**src/hdl/nbai_pkg.sv**
```systemverilog
// Package of constants and types for the NAND bus host controller
// Contract
// - Address latch select is held high for each address byte.
// - Command latch select is held high for each command byte.
// - All bytes share one 8-bit bidirectional bus, sorted by strobes and selects.
// - Address byte one holds column 7..0, byte two column 11..8.
// - Upper four lines of the second address byte are driven low.
// - Bytes three and four carry row bits 7..0 then 15..8.
// - Only command codes of the defined command set are ever issued.
package nbai_pkg;

    localparam int CLK_PERIOD_NS        = 100;
    localparam int READ_ACCESS_DELAY_NS = 20;
    localparam int BUSY_SETTLE_NS       = 100;
    localparam int SYNC_STAGES          = 2;

    // Least times round up, never below one cycle
    localparam int READ_ACCESS_CYC_I = (READ_ACCESS_DELAY_NS + CLK_PERIOD_NS - 1) / CLK_PERIOD_NS;
    localparam int READ_ACCESS_CYC   = (READ_ACCESS_CYC_I < 1) ? 1 : READ_ACCESS_CYC_I;
    localparam int BUSY_SETTLE_CYC_I = (BUSY_SETTLE_NS + CLK_PERIOD_NS - 1) / CLK_PERIOD_NS;
    localparam int BUSY_SETTLE_CYC   = (BUSY_SETTLE_CYC_I < 1) ? 1 : BUSY_SETTLE_CYC_I;

    localparam logic [3:0] READ_WAIT_CNT = 4'(READ_ACCESS_CYC + SYNC_STAGES);
    localparam logic [3:0] BUSY_WAIT_CNT = 4'(BUSY_SETTLE_CYC + SYNC_STAGES);

    localparam int BUS_W        = 8;
    localparam int COL_W        = 12;
    localparam int ROW_W        = 16;
    localparam int COL_HI_LSB   = 8;
    localparam int PAGE_BYTES   = 2112;
    localparam int MAIN_BYTES   = 2048;
    localparam int SPARE_BYTES  = 64;
    localparam int BLOCK_COUNT  = 1024;
    localparam int PAGES_PER_BLK = 64;

    localparam logic [COL_W-1:0] COL_LIMIT = 12'(MAIN_BYTES + SPARE_BYTES);
    localparam logic [2:0] ADDR_COL_BYTES  = 3'h2;
    localparam logic [2:0] ADDR_FULL_BYTES = 3'h4;

    // Defined command set
    localparam logic [7:0] CMD_READ_SETUP   = 8'h00;
    localparam logic [7:0] CMD_READ_CONFIRM = 8'h30;
    localparam logic [7:0] CMD_COPY_READ    = 8'h35;
    localparam logic [7:0] CMD_READ_ID      = 8'h90;
    localparam logic [7:0] CMD_READ_STATUS  = 8'h70;
    localparam logic [7:0] CMD_RESET        = 8'hFF;
    localparam logic [7:0] CMD_PROG_SETUP   = 8'h80;
    localparam logic [7:0] CMD_PROG_CONFIRM = 8'h10;
    localparam logic [7:0] CMD_RAND_IN      = 8'h85;
    localparam logic [7:0] CMD_ERASE_SETUP  = 8'h60;
    localparam logic [7:0] CMD_ERASE_CONF   = 8'hD0;
    localparam logic [7:0] CMD_RAND_OUT     = 8'h05;
    localparam logic [7:0] CMD_RAND_OUT_CNF = 8'hE0;
    localparam logic [7:0] CMD_READ_PARAM   = 8'hEC;

    typedef enum logic [2:0] {
        OP_CMD,
        OP_ADDR_COL,
        OP_ADDR_FULL,
        OP_DATA_WR,
        OP_DATA_RD,
        OP_WAIT_READY
    } nbai_op_t;

    typedef struct packed {
        nbai_op_t         op;
        logic [BUS_W-1:0] byte_val;
        logic [COL_W-1:0] col;
        logic [ROW_W-1:0] row;
    } nbai_req_t;

    typedef struct packed {
        logic [BUS_W-1:0] rd_data;
        logic             err;
    } nbai_rsp_t;

    typedef struct packed {
        logic             ce_n;
        logic             cle;
        logic             ale;
        logic             we_n;
        logic             re_n;
        logic             wp_n;
        logic [BUS_W-1:0] io_o;
        logic             io_oe;
    } nbai_pins_t;

    localparam nbai_pins_t PINS_RESET = '{ce_n: 1'b1, cle: 1'b0, ale: 1'b0, we_n: 1'b1,
                                          re_n: 1'b1, wp_n: 1'b0, io_o: 8'h00, io_oe: 1'b0};

endpackage : nbai_pkg

```
**src/hdl/nbai_sync.sv**
```systemverilog
// Two-flop synchroniser for the flash pin inputs
`timescale 1ns/1ps
module nbai_sync #(
    parameter int WIDTH = 1
) (
    input  wire logic             MCLK,    // System clock
    input  wire logic             RST_N,   // Asynchronous reset, active low
    input  wire logic [WIDTH-1:0] D_ASYNC, // Pin level from outside
    output logic      [WIDTH-1:0] Q_SYNC   // Level in clock domain
);
    logic [WIDTH-1:0] meta_reg;
    logic [WIDTH-1:0] sync_reg;

    always_ff @(posedge MCLK or negedge RST_N) begin
        if (!RST_N) begin
            meta_reg <= '0;
            sync_reg <= '0;
        end else begin
            meta_reg <= D_ASYNC;
            sync_reg <= meta_reg;
        end
    end

    assign Q_SYNC = sync_reg;

endmodule : nbai_sync

```
**src/hdl/nbai_host.sv**
```systemverilog
// NAND bus host controller: turns byte requests into flash pin cycles
`timescale 1ns/1ps
module nbai_host
    import nbai_pkg::*;
(
    input  wire logic                 MCLK,        // System clock, 10 MHz
    input  wire logic                 RST_N,       // Asynchronous reset, active low
    input  wire logic                 REQ_VALID,   // Request offered
    input  nbai_pkg::nbai_req_t       REQ,         // Request contents
    output logic                      REQ_READY,   // Request can be taken
    output logic                      RSP_VALID,   // One-cycle completion pulse
    output nbai_pkg::nbai_rsp_t       RSP,         // Read byte and refusal flag
    input  wire logic                 PROG_ENABLE, // High allows program and erase
    output logic                      NAND_CE_N,   // Chip select, active low
    output logic                      NAND_CLE,    // Command latch select
    output logic                      NAND_ALE,    // Address latch select
    output logic                      NAND_WE_N,   // Write strobe, active low
    output logic                      NAND_RE_N,   // Read strobe, active low
    output logic                      NAND_WP_N,   // Program lock, active low
    output logic [7:0]                NAND_IO_O,   // Bus value driven
    output logic                      NAND_IO_OE,  // Bus driven while high
    input  wire logic [7:0]           NAND_IO_I,   // Bus value seen
    input  wire logic                 NAND_RB_N    // Ready/busy, pulled up
);
    import nbai_pkg::*;

    typedef enum logic [2:0] {
        ST_IDLE,
        ST_WR_SETUP,
        ST_WR_LOW,
        ST_WR_HOLD,
        ST_RD_LOW,
        ST_RD_HIGH,
        ST_BUSY_WAIT
    } nbai_state_t;

    function automatic logic cmd_defined(input logic [7:0] c);
        unique case (c)
            CMD_READ_SETUP, CMD_READ_CONFIRM, CMD_COPY_READ, CMD_READ_ID,
            CMD_READ_STATUS, CMD_RESET, CMD_PROG_SETUP, CMD_PROG_CONFIRM,
            CMD_RAND_IN, CMD_ERASE_SETUP, CMD_ERASE_CONF, CMD_RAND_OUT,
            CMD_RAND_OUT_CNF, CMD_READ_PARAM: cmd_defined = 1'b1;
            default:                          cmd_defined = 1'b0;
        endcase
    endfunction : cmd_defined

    function automatic logic [7:0] addr_byte(input logic [COL_W-1:0] col,
                                             input logic [ROW_W-1:0] row,
                                             input logic [2:0]       idx);
        unique case (idx)
            3'h0:    addr_byte = col[7:0];
            3'h1:    addr_byte = {4'h0, col[COL_W-1:COL_HI_LSB]};
            3'h2:    addr_byte = row[7:0];
            default: addr_byte = row[ROW_W-1:8];
        endcase
    endfunction : addr_byte

    nbai_state_t state_reg;
    nbai_state_t state_next;
    nbai_req_t   req_reg;
    nbai_req_t   req_next;
    nbai_pins_t  pins_reg;
    nbai_pins_t  pins_next;
    nbai_rsp_t   rsp_reg;
    nbai_rsp_t   rsp_next;
    logic        rsp_valid_reg;
    logic        rsp_valid_next;
    logic        ready_reg;
    logic        ready_next;
    logic [2:0]  idx_reg;
    logic [2:0]  idx_next;
    logic [2:0]  total_reg;
    logic [2:0]  total_next;
    logic [3:0]  cnt_reg;
    logic [3:0]  cnt_next;
    logic [8:0]  pin_sync;
    logic [7:0]  io_sync;
    logic        rb_sync;

    // Busy line and data bus arrive from another timing domain
    nbai_sync #(.WIDTH(9)) u_sync (
        .MCLK    (MCLK),
        .RST_N   (RST_N),
        .D_ASYNC ({NAND_RB_N, NAND_IO_I}),
        .Q_SYNC  (pin_sync)
    );

    assign io_sync = pin_sync[7:0];
    assign rb_sync = pin_sync[8];

    always_comb begin
        state_next     = state_reg;
        req_next       = req_reg;
        pins_next      = pins_reg;
        rsp_next       = rsp_reg;
        rsp_valid_next = 1'b0;
        idx_next       = idx_reg;
        total_next     = total_reg;
        cnt_next       = cnt_reg;
        pins_next.wp_n = PROG_ENABLE;

        unique case (state_reg)
            ST_IDLE: begin
                if (REQ_VALID) begin
                    req_next   = REQ;
                    idx_next   = 3'h0;
                    total_next = 3'h1;
                    rsp_next   = '0;
                    unique case (REQ.op)
                        OP_CMD: begin
                            if (cmd_defined(REQ.byte_val)) begin
                                pins_next.ce_n  = 1'b0;
                                pins_next.cle   = 1'b1;
                                pins_next.io_o  = REQ.byte_val;
                                pins_next.io_oe = 1'b1;
                                state_next      = ST_WR_SETUP;
                            end else begin
                                rsp_next.err   = 1'b1;
                                rsp_valid_next = 1'b1;
                            end
                        end
                        OP_ADDR_COL, OP_ADDR_FULL: begin
                            // Column must fall inside main plus spare area
                            if (REQ.col < COL_LIMIT) begin
                                total_next      = (REQ.op == OP_ADDR_FULL) ? ADDR_FULL_BYTES
                                                                           : ADDR_COL_BYTES;
                                pins_next.ce_n  = 1'b0;
                                pins_next.ale   = 1'b1;
                                pins_next.io_o  = addr_byte(REQ.col, REQ.row, 3'h0);
                                pins_next.io_oe = 1'b1;
                                state_next      = ST_WR_SETUP;
                            end else begin
                                rsp_next.err   = 1'b1;
                                rsp_valid_next = 1'b1;
                            end
                        end
                        OP_DATA_WR: begin
                            // Both selects low marks a data byte
                            pins_next.ce_n  = 1'b0;
                            pins_next.io_o  = REQ.byte_val;
                            pins_next.io_oe = 1'b1;
                            state_next      = ST_WR_SETUP;
                        end
                        OP_DATA_RD: begin
                            pins_next.ce_n = 1'b0;
                            pins_next.re_n = 1'b0;
                            cnt_next       = READ_WAIT_CNT;
                            state_next     = ST_RD_LOW;
                        end
                        OP_WAIT_READY: begin
                            // Busy may assert late; settle before polling
                            cnt_next   = BUSY_WAIT_CNT;
                            state_next = ST_BUSY_WAIT;
                        end
                        default: begin
                            rsp_next.err   = 1'b1;
                            rsp_valid_next = 1'b1;
                        end
                    endcase
                end
            end
            ST_WR_SETUP: begin
                pins_next.we_n = 1'b0;
                state_next     = ST_WR_LOW;
            end
            ST_WR_LOW: begin
                pins_next.we_n = 1'b1;
                state_next     = ST_WR_HOLD;
            end
            ST_WR_HOLD: begin
                if (idx_reg + 3'h1 < total_reg) begin
                    idx_next       = idx_reg + 3'h1;
                    pins_next.io_o = addr_byte(req_reg.col, req_reg.row, idx_reg + 3'h1);
                    state_next     = ST_WR_SETUP;
                end else begin
                    pins_next.ce_n  = 1'b1;
                    pins_next.cle   = 1'b0;
                    pins_next.ale   = 1'b0;
                    pins_next.io_oe = 1'b0;
                    rsp_valid_next  = 1'b1;
                    state_next      = ST_IDLE;
                end
            end
            ST_RD_LOW: begin
                if (cnt_reg == 4'h1) begin
                    // Next strobe yields the following column
                    rsp_next.rd_data = io_sync;
                    pins_next.re_n   = 1'b1;
                    state_next       = ST_RD_HIGH;
                end
                cnt_next = cnt_reg - 4'h1;
            end
            ST_RD_HIGH: begin
                pins_next.ce_n = 1'b1;
                rsp_valid_next = 1'b1;
                state_next     = ST_IDLE;
            end
            ST_BUSY_WAIT: begin
                if (cnt_reg != 4'h0) begin
                    cnt_next = cnt_reg - 4'h1;
                end else if (rb_sync) begin
                    rsp_valid_next = 1'b1;
                    state_next     = ST_IDLE;
                end
            end
            default: begin
                state_next = ST_IDLE;
            end
        endcase
        ready_next = (state_next == ST_IDLE) && !(state_reg == ST_IDLE && REQ_VALID);
    end

    always_ff @(posedge MCLK or negedge RST_N) begin
        if (!RST_N) begin
            state_reg     <= ST_IDLE;
            req_reg       <= '0;
            pins_reg      <= PINS_RESET;
            rsp_reg       <= '0;
            rsp_valid_reg <= 1'b0;
            ready_reg     <= 1'b0;
            idx_reg       <= 3'h0;
            total_reg     <= 3'h0;
            cnt_reg       <= 4'h0;
        end else begin
            state_reg     <= state_next;
            req_reg       <= req_next;
            pins_reg      <= pins_next;
            rsp_reg       <= rsp_next;
            rsp_valid_reg <= rsp_valid_next;
            ready_reg     <= ready_next;
            idx_reg       <= idx_next;
            total_reg     <= total_next;
            cnt_reg       <= cnt_next;
        end
    end

    assign REQ_READY  = ready_reg;
    assign RSP_VALID  = rsp_valid_reg;
    assign RSP        = rsp_reg;
    assign NAND_CE_N  = pins_reg.ce_n;
    assign NAND_CLE   = pins_reg.cle;
    assign NAND_ALE   = pins_reg.ale;
    assign NAND_WE_N  = pins_reg.we_n;
    assign NAND_RE_N  = pins_reg.re_n;
    assign NAND_WP_N  = pins_reg.wp_n;
    assign NAND_IO_O  = pins_reg.io_o;
    assign NAND_IO_OE = pins_reg.io_oe;

endmodule : nbai_host

```
**config.mk**
```make
export PLATFORM = sky130hd
export DESIGN_NAME = nbai_host
export DESIGN_NICKNAME = d
export VERILOG_FILES = /design/src/hdl/nbai_pkg.sv /design/src/hdl/nbai_sync.sv /design/src/hdl/nbai_host.sv
export SDC_FILE = /design/constraint.sdc
export NUM_CORES = 1
export LEC_CHECK = 0
export BUFFER_PORTS_ARGS = -buffer_cell sky130_fd_sc_hd__buf_2
export CORE_MARGIN = 2
export CORE_UTILIZATION = 35
export CTS_CLUSTER_DIAMETER = 120
export DETAILED_ROUTE_END_ITERATION = 8
export GPL_ROUTABILITY_DRIVEN = 0
export GPL_TIMING_DRIVEN = 0
export PLACE_DENSITY = 0.57
export SETUP_SLACK_MARGIN = 0.5
export SYNTH_ARGS = -nofsm -noshare
export SYNTH_HDL_FRONTEND = slang
export SYNTH_SLANG_ARGS = --single-unit
```
**constraint.sdc**
```tcl
create_clock -name MCLK -period 2.3 [get_ports MCLK]
set_input_delay 0 -clock MCLK [delete_from_list [all_inputs] [get_ports MCLK]]
set_output_delay 0 -clock MCLK [all_outputs]
set_load 0.01 [all_outputs]
```
==> run_results.csv <==
group,metric,value,unit
worst_setup_path,arrival,2.40,ns
floorplan,io-pin-count,78,
final_layout,largest_reg_flops,28,
synthesis,synth_edf_count,0,
min_path,holdCritStartpoint,"REQ[36]",
clock_network,cts_tree,"built",
grt,grt_max_degree,61,
sta,rsz0062_at_grt,"true",
routing,antenna_left,0,
routing,drt_iter0_drc,189,
worst_setup_path,critPathLaunchType,"flip-flop",
sta,drv_slew,0,
sta,fin_skew,0.00693,ns
clock_network,cts_buffers,9,
floorplan,rows,38,
floorplan,die_y,110,µm
clock_network,root_buffer,"clkbuf_16",
run,cap_violations,0,
place,place_ws,-0.138,ns
worst_setup_path,crit_type,"flip-flop to flip-flop",
clock_network,ctsLongestPathBuffers,2,
power_and_ir_drop,power.density,1180,mW/mm²
sta,setup_ws,0.124,ns
final_layout,diodes,0,
synthesis,ys_ff_latch,85,
final_layout,fin_nets,585,
worst_setup_path,path_common_cell,"ha_4",
floorplan,start_util,36.2,%
outcome,outcome,"finished clean",
floorplan,core,0.0109,mm²
grt,antenna_found_initial,0,
final_layout,drive_gt1_share,28.9,%
floorplan,die_x,110,µm
sta,fin_crit,2.18,ns
worst_setup_path,cp.required,2.53,ns
routing,via_per_inst,4.82,
clock_network,clk_pin_slew,0.07,ns
final_layout,fin_cells,670,
grt,overflow,0,
synthesis,synth_cell_types,56,
synthesis,yosysSeqAreaShare,53.8,%
synthesis,syn-num-nets,452,
synthesis,synth_area_per_cell,10.1,µm²
sta,maxSlewHeadroom,57.6,%
sta,tightest_slew,0.636,ns
synthesis,ys_warn_count,0,
clock_network,insertion_delay,0.35,ns
floorplan,die_area,0.0122,mm²
worst_setup_path,reg2reg_from,"idx_reg[0]",
synthesis,async_reset_ff_share,100,%
worst_setup_path,crit_chain,"ha_4, ha_4, nor2b_1, clkbuf_8, a221o_1, mux2i_2, mux2i_1, mux2_4",
synthesis,synth_flop_cell,"dfrtp_1",
clock_network,cts_sinks,85,
routing,vias,3231,
synthesis,synthCells,392,
synthesis,yosysTopAreaCell,"dfrtp_1",
worst_setup_path,crit_fanout,8,
clock_network,cts_htree_levels,3,
synthesis,synthTopCellsByArea,"dfrtp_1 (52%), nand2_1 (10%), mux2i_1 (5.1%), mux2_4 (3.0%), ha_1 (2.5%)",
min_path,hold_path.class,"input port to flip-flop",
grt,grt_pass1_wl,16.9,mm
routing,drc,0,
worst_setup_path,cp_slowest_stage_delay,0.45,ns
power_and_ir_drop,vdd.ir_drop.worst,0.459,mV
worst_setup_path,cp-end-kind,"flip-flop",
sta,period_share,94.6,%
sta,fmax,459,MHz
sta,setup_viol,0,
grt,grt_pass1_vias,3402,
synthesis,syn-cell-area,0.00396,mm²
synthesis,yosysTopAreaCellShare,51.8,%
sta,hold_violations,0,
final_layout,synthToLayoutAreaGrowth,37.8,%
grt,grt_use_total,17.2,%
worst_setup_path,critical_path.startpoint,"idx_reg[0]",
sta,setup_tns,0,ns
place,io_buffers,75,
routing,wl,9.82,mm
worst_setup_path,critPathSlowestCell,"dfrtp_2",
place,dp_hpwl,6.89,mm
routing,wl_per_cell,14.7,µm
place,dp.cells,608,
power_and_ir_drop,power.leakage,2.62,nW
final_layout,fillers,1041,
routing,first_pass_iters,4,
## path summary, 6_finish.rpt
| kind | slack (ns) | endpoint | depth (start not counted) |
|---|---|---|---|
| max | 0.12 | NAND_IO_O[2] | 8 |
| min | 0.03 | state_reg[1] | 3 |
| max reg2reg | 0.12 | NAND_IO_O[2] | 8 |
| min reg2reg | 0.35 | u_sync.Q_SYNC[7] | 0 |
| max in group asynchronous | 1.55 | NAND_WE_N | 3 |
| min in group asynchronous | 0.11 | u_sync.meta_reg[3] | 2 |
## placed cells by master, fill, tap and decap left out, types with 3 or more instances in the layout
| cell | synthesis | layout |
|---|---|---|
| a21oi_1 | 8 | 7 |
| a221o_1 | 4 | 4 |
| a222oi_1 | 4 | 4 |
| a31oi_1 | 4 | 4 |
| and3b_1 | 5 | 5 |
| buf_2 | 3 | 79 |
| buf_4 | 0 | 7 |
| clkbuf_1 | 13 | 5 |
| clkbuf_16 | 0 | 9 |
| clkbuf_2 | 0 | 3 |
| clkbuf_4 | 0 | 3 |
| dfrtp_1 | 82 | 80 |
| dfstp_2 | 3 | 3 |
| dlygate4sd3_1 | 0 | 39 |
| ha_1 | 8 | 3 |
| ha_4 | 0 | 4 |
| inv_1 | 12 | 9 |
| inv_2 | 0 | 3 |
| inv_6 | 0 | 4 |
| mux2_4 | 8 | 8 |
| mux2i_1 | 20 | 18 |
| nand2_1 | 109 | 108 |
| nand2b_1 | 8 | 8 |
| nand3_1 | 5 | 5 |
| nand3b_1 | 3 | 3 |
| nor2_1 | 13 | 12 |
| nor3_1 | 4 | 3 |
| nor4_1 | 4 | 4 |
| o21ai_0 | 19 | 15 |
| o21ai_1 | 1 | 4 |
| o31ai_1 | 4 | 4 |
| or3_1 | 3 | 3 |
## cell usage after synthesis (3+ instances only)
cell / count
nand2_1: 109
or3_1: 3
clkbuf_1: 13
nor3b_1: 3
a21oi_1: 8
nor2_1: 13
ha_1: 8
buf_2: 3
dfrtp_1: 82
o21ai_0: 19
nor4_1: 4
dfstp_2: 3
nand3_1: 5
mux2i_1: 20
and3b_1: 5
a31oi_1: 4
o31ai_1: 4
a221o_1: 4
nand2b_1: 8
a222oi_1: 4
nand3b_1: 3
nor3_1: 4
inv_1: 12
mux2_4: 8
## routing by layer
metal | vias to the layer above | share of wire [%] | GRT usage, %
li1 | 1625 | - | -
met1 | 1534 | 47 | 22.9
met2 | 62 | 47 | 27.2
met3 | 10 | 4.0 | 4.45
met4 | 0 | 1.4 | 6.33
met5 | - | 0 | 0
## cells by family after synthesis
kind of cell    count (synthesis)  synth area share (%)
xor+xnor                        2                 0.442
fa+ha+maj                       8                  2.53
compound gates                 67                  12.1
buf+inv                        31                  3.22
mux                            28                  8.08
simple gates                  171                  19.9
flops                          85                  53.8
## critical path: cells and delay by family, from the launching register on
| family | cells | cell delay, ns |
|---|---|---|
| mux | 3 | 0.60 |
| simple gates | 1 | 0.06 |
| compound gates | 1 | 0.31 |
| flops | 1 | 0.45 |
| fa+ha+maj | 2 | 0.48 |
| buf+inv | 1 | 0.15 |
## power by group
part           switching (mW)  internal, mW  total (mW)
logic                    1.29          1.26        2.55
clock network           0.637         0.967        1.60
registers               0.290          1.99        2.28
total                    2.22          4.21        6.43
## final cells by class
class / instances / area (µm²) / area share, %
Buffer: 19 / 114 / 2.09
Clock buffer: 9 / 225 / 4.12
Clock inverter: 7 / 103 / 1.88
Inverter: 12 / 45.0 / 0.825
Multi-Input combinational cell: 276 / 1810 / 33.2
Sequential cell: 85 / 2130 / 39.1
Tap cell: 140 / 175 / 3.21
Timing Repair Buffer: 122 / 852 / 15.6
## metrics by stage
| step | total power [mW] | instance area (µm²) | util, % | hold slack [ns] |
|---|---|---|---|---|
| after floorplan | 3.77 | 3990 | - | -0.296 |
| after global placement | 4.38 | 4540 | 41.5 | 0.108 |
| after detailed placement | 4.45 | 4570 | 41.8 | -0.0677 |
| after CTS | 6.44 | 5440 | 49.7 | 0.0235 |
| after global routing | 6.89 | 5460 | 49.9 | 0.0473 |
| final | 6.43 | 5460 | 49.9 | 0.0338 |
## timing repair
action	CTS	global route
hold endpoints to repair	120	0
endpoints found under the setup margin	58	57
resized for setup	31	13
pin swaps	10	2
hold buffers	39	0
cloned	0	0
setup buffers	7	0
No activity file was read; power rests on OpenSTA's default activity.
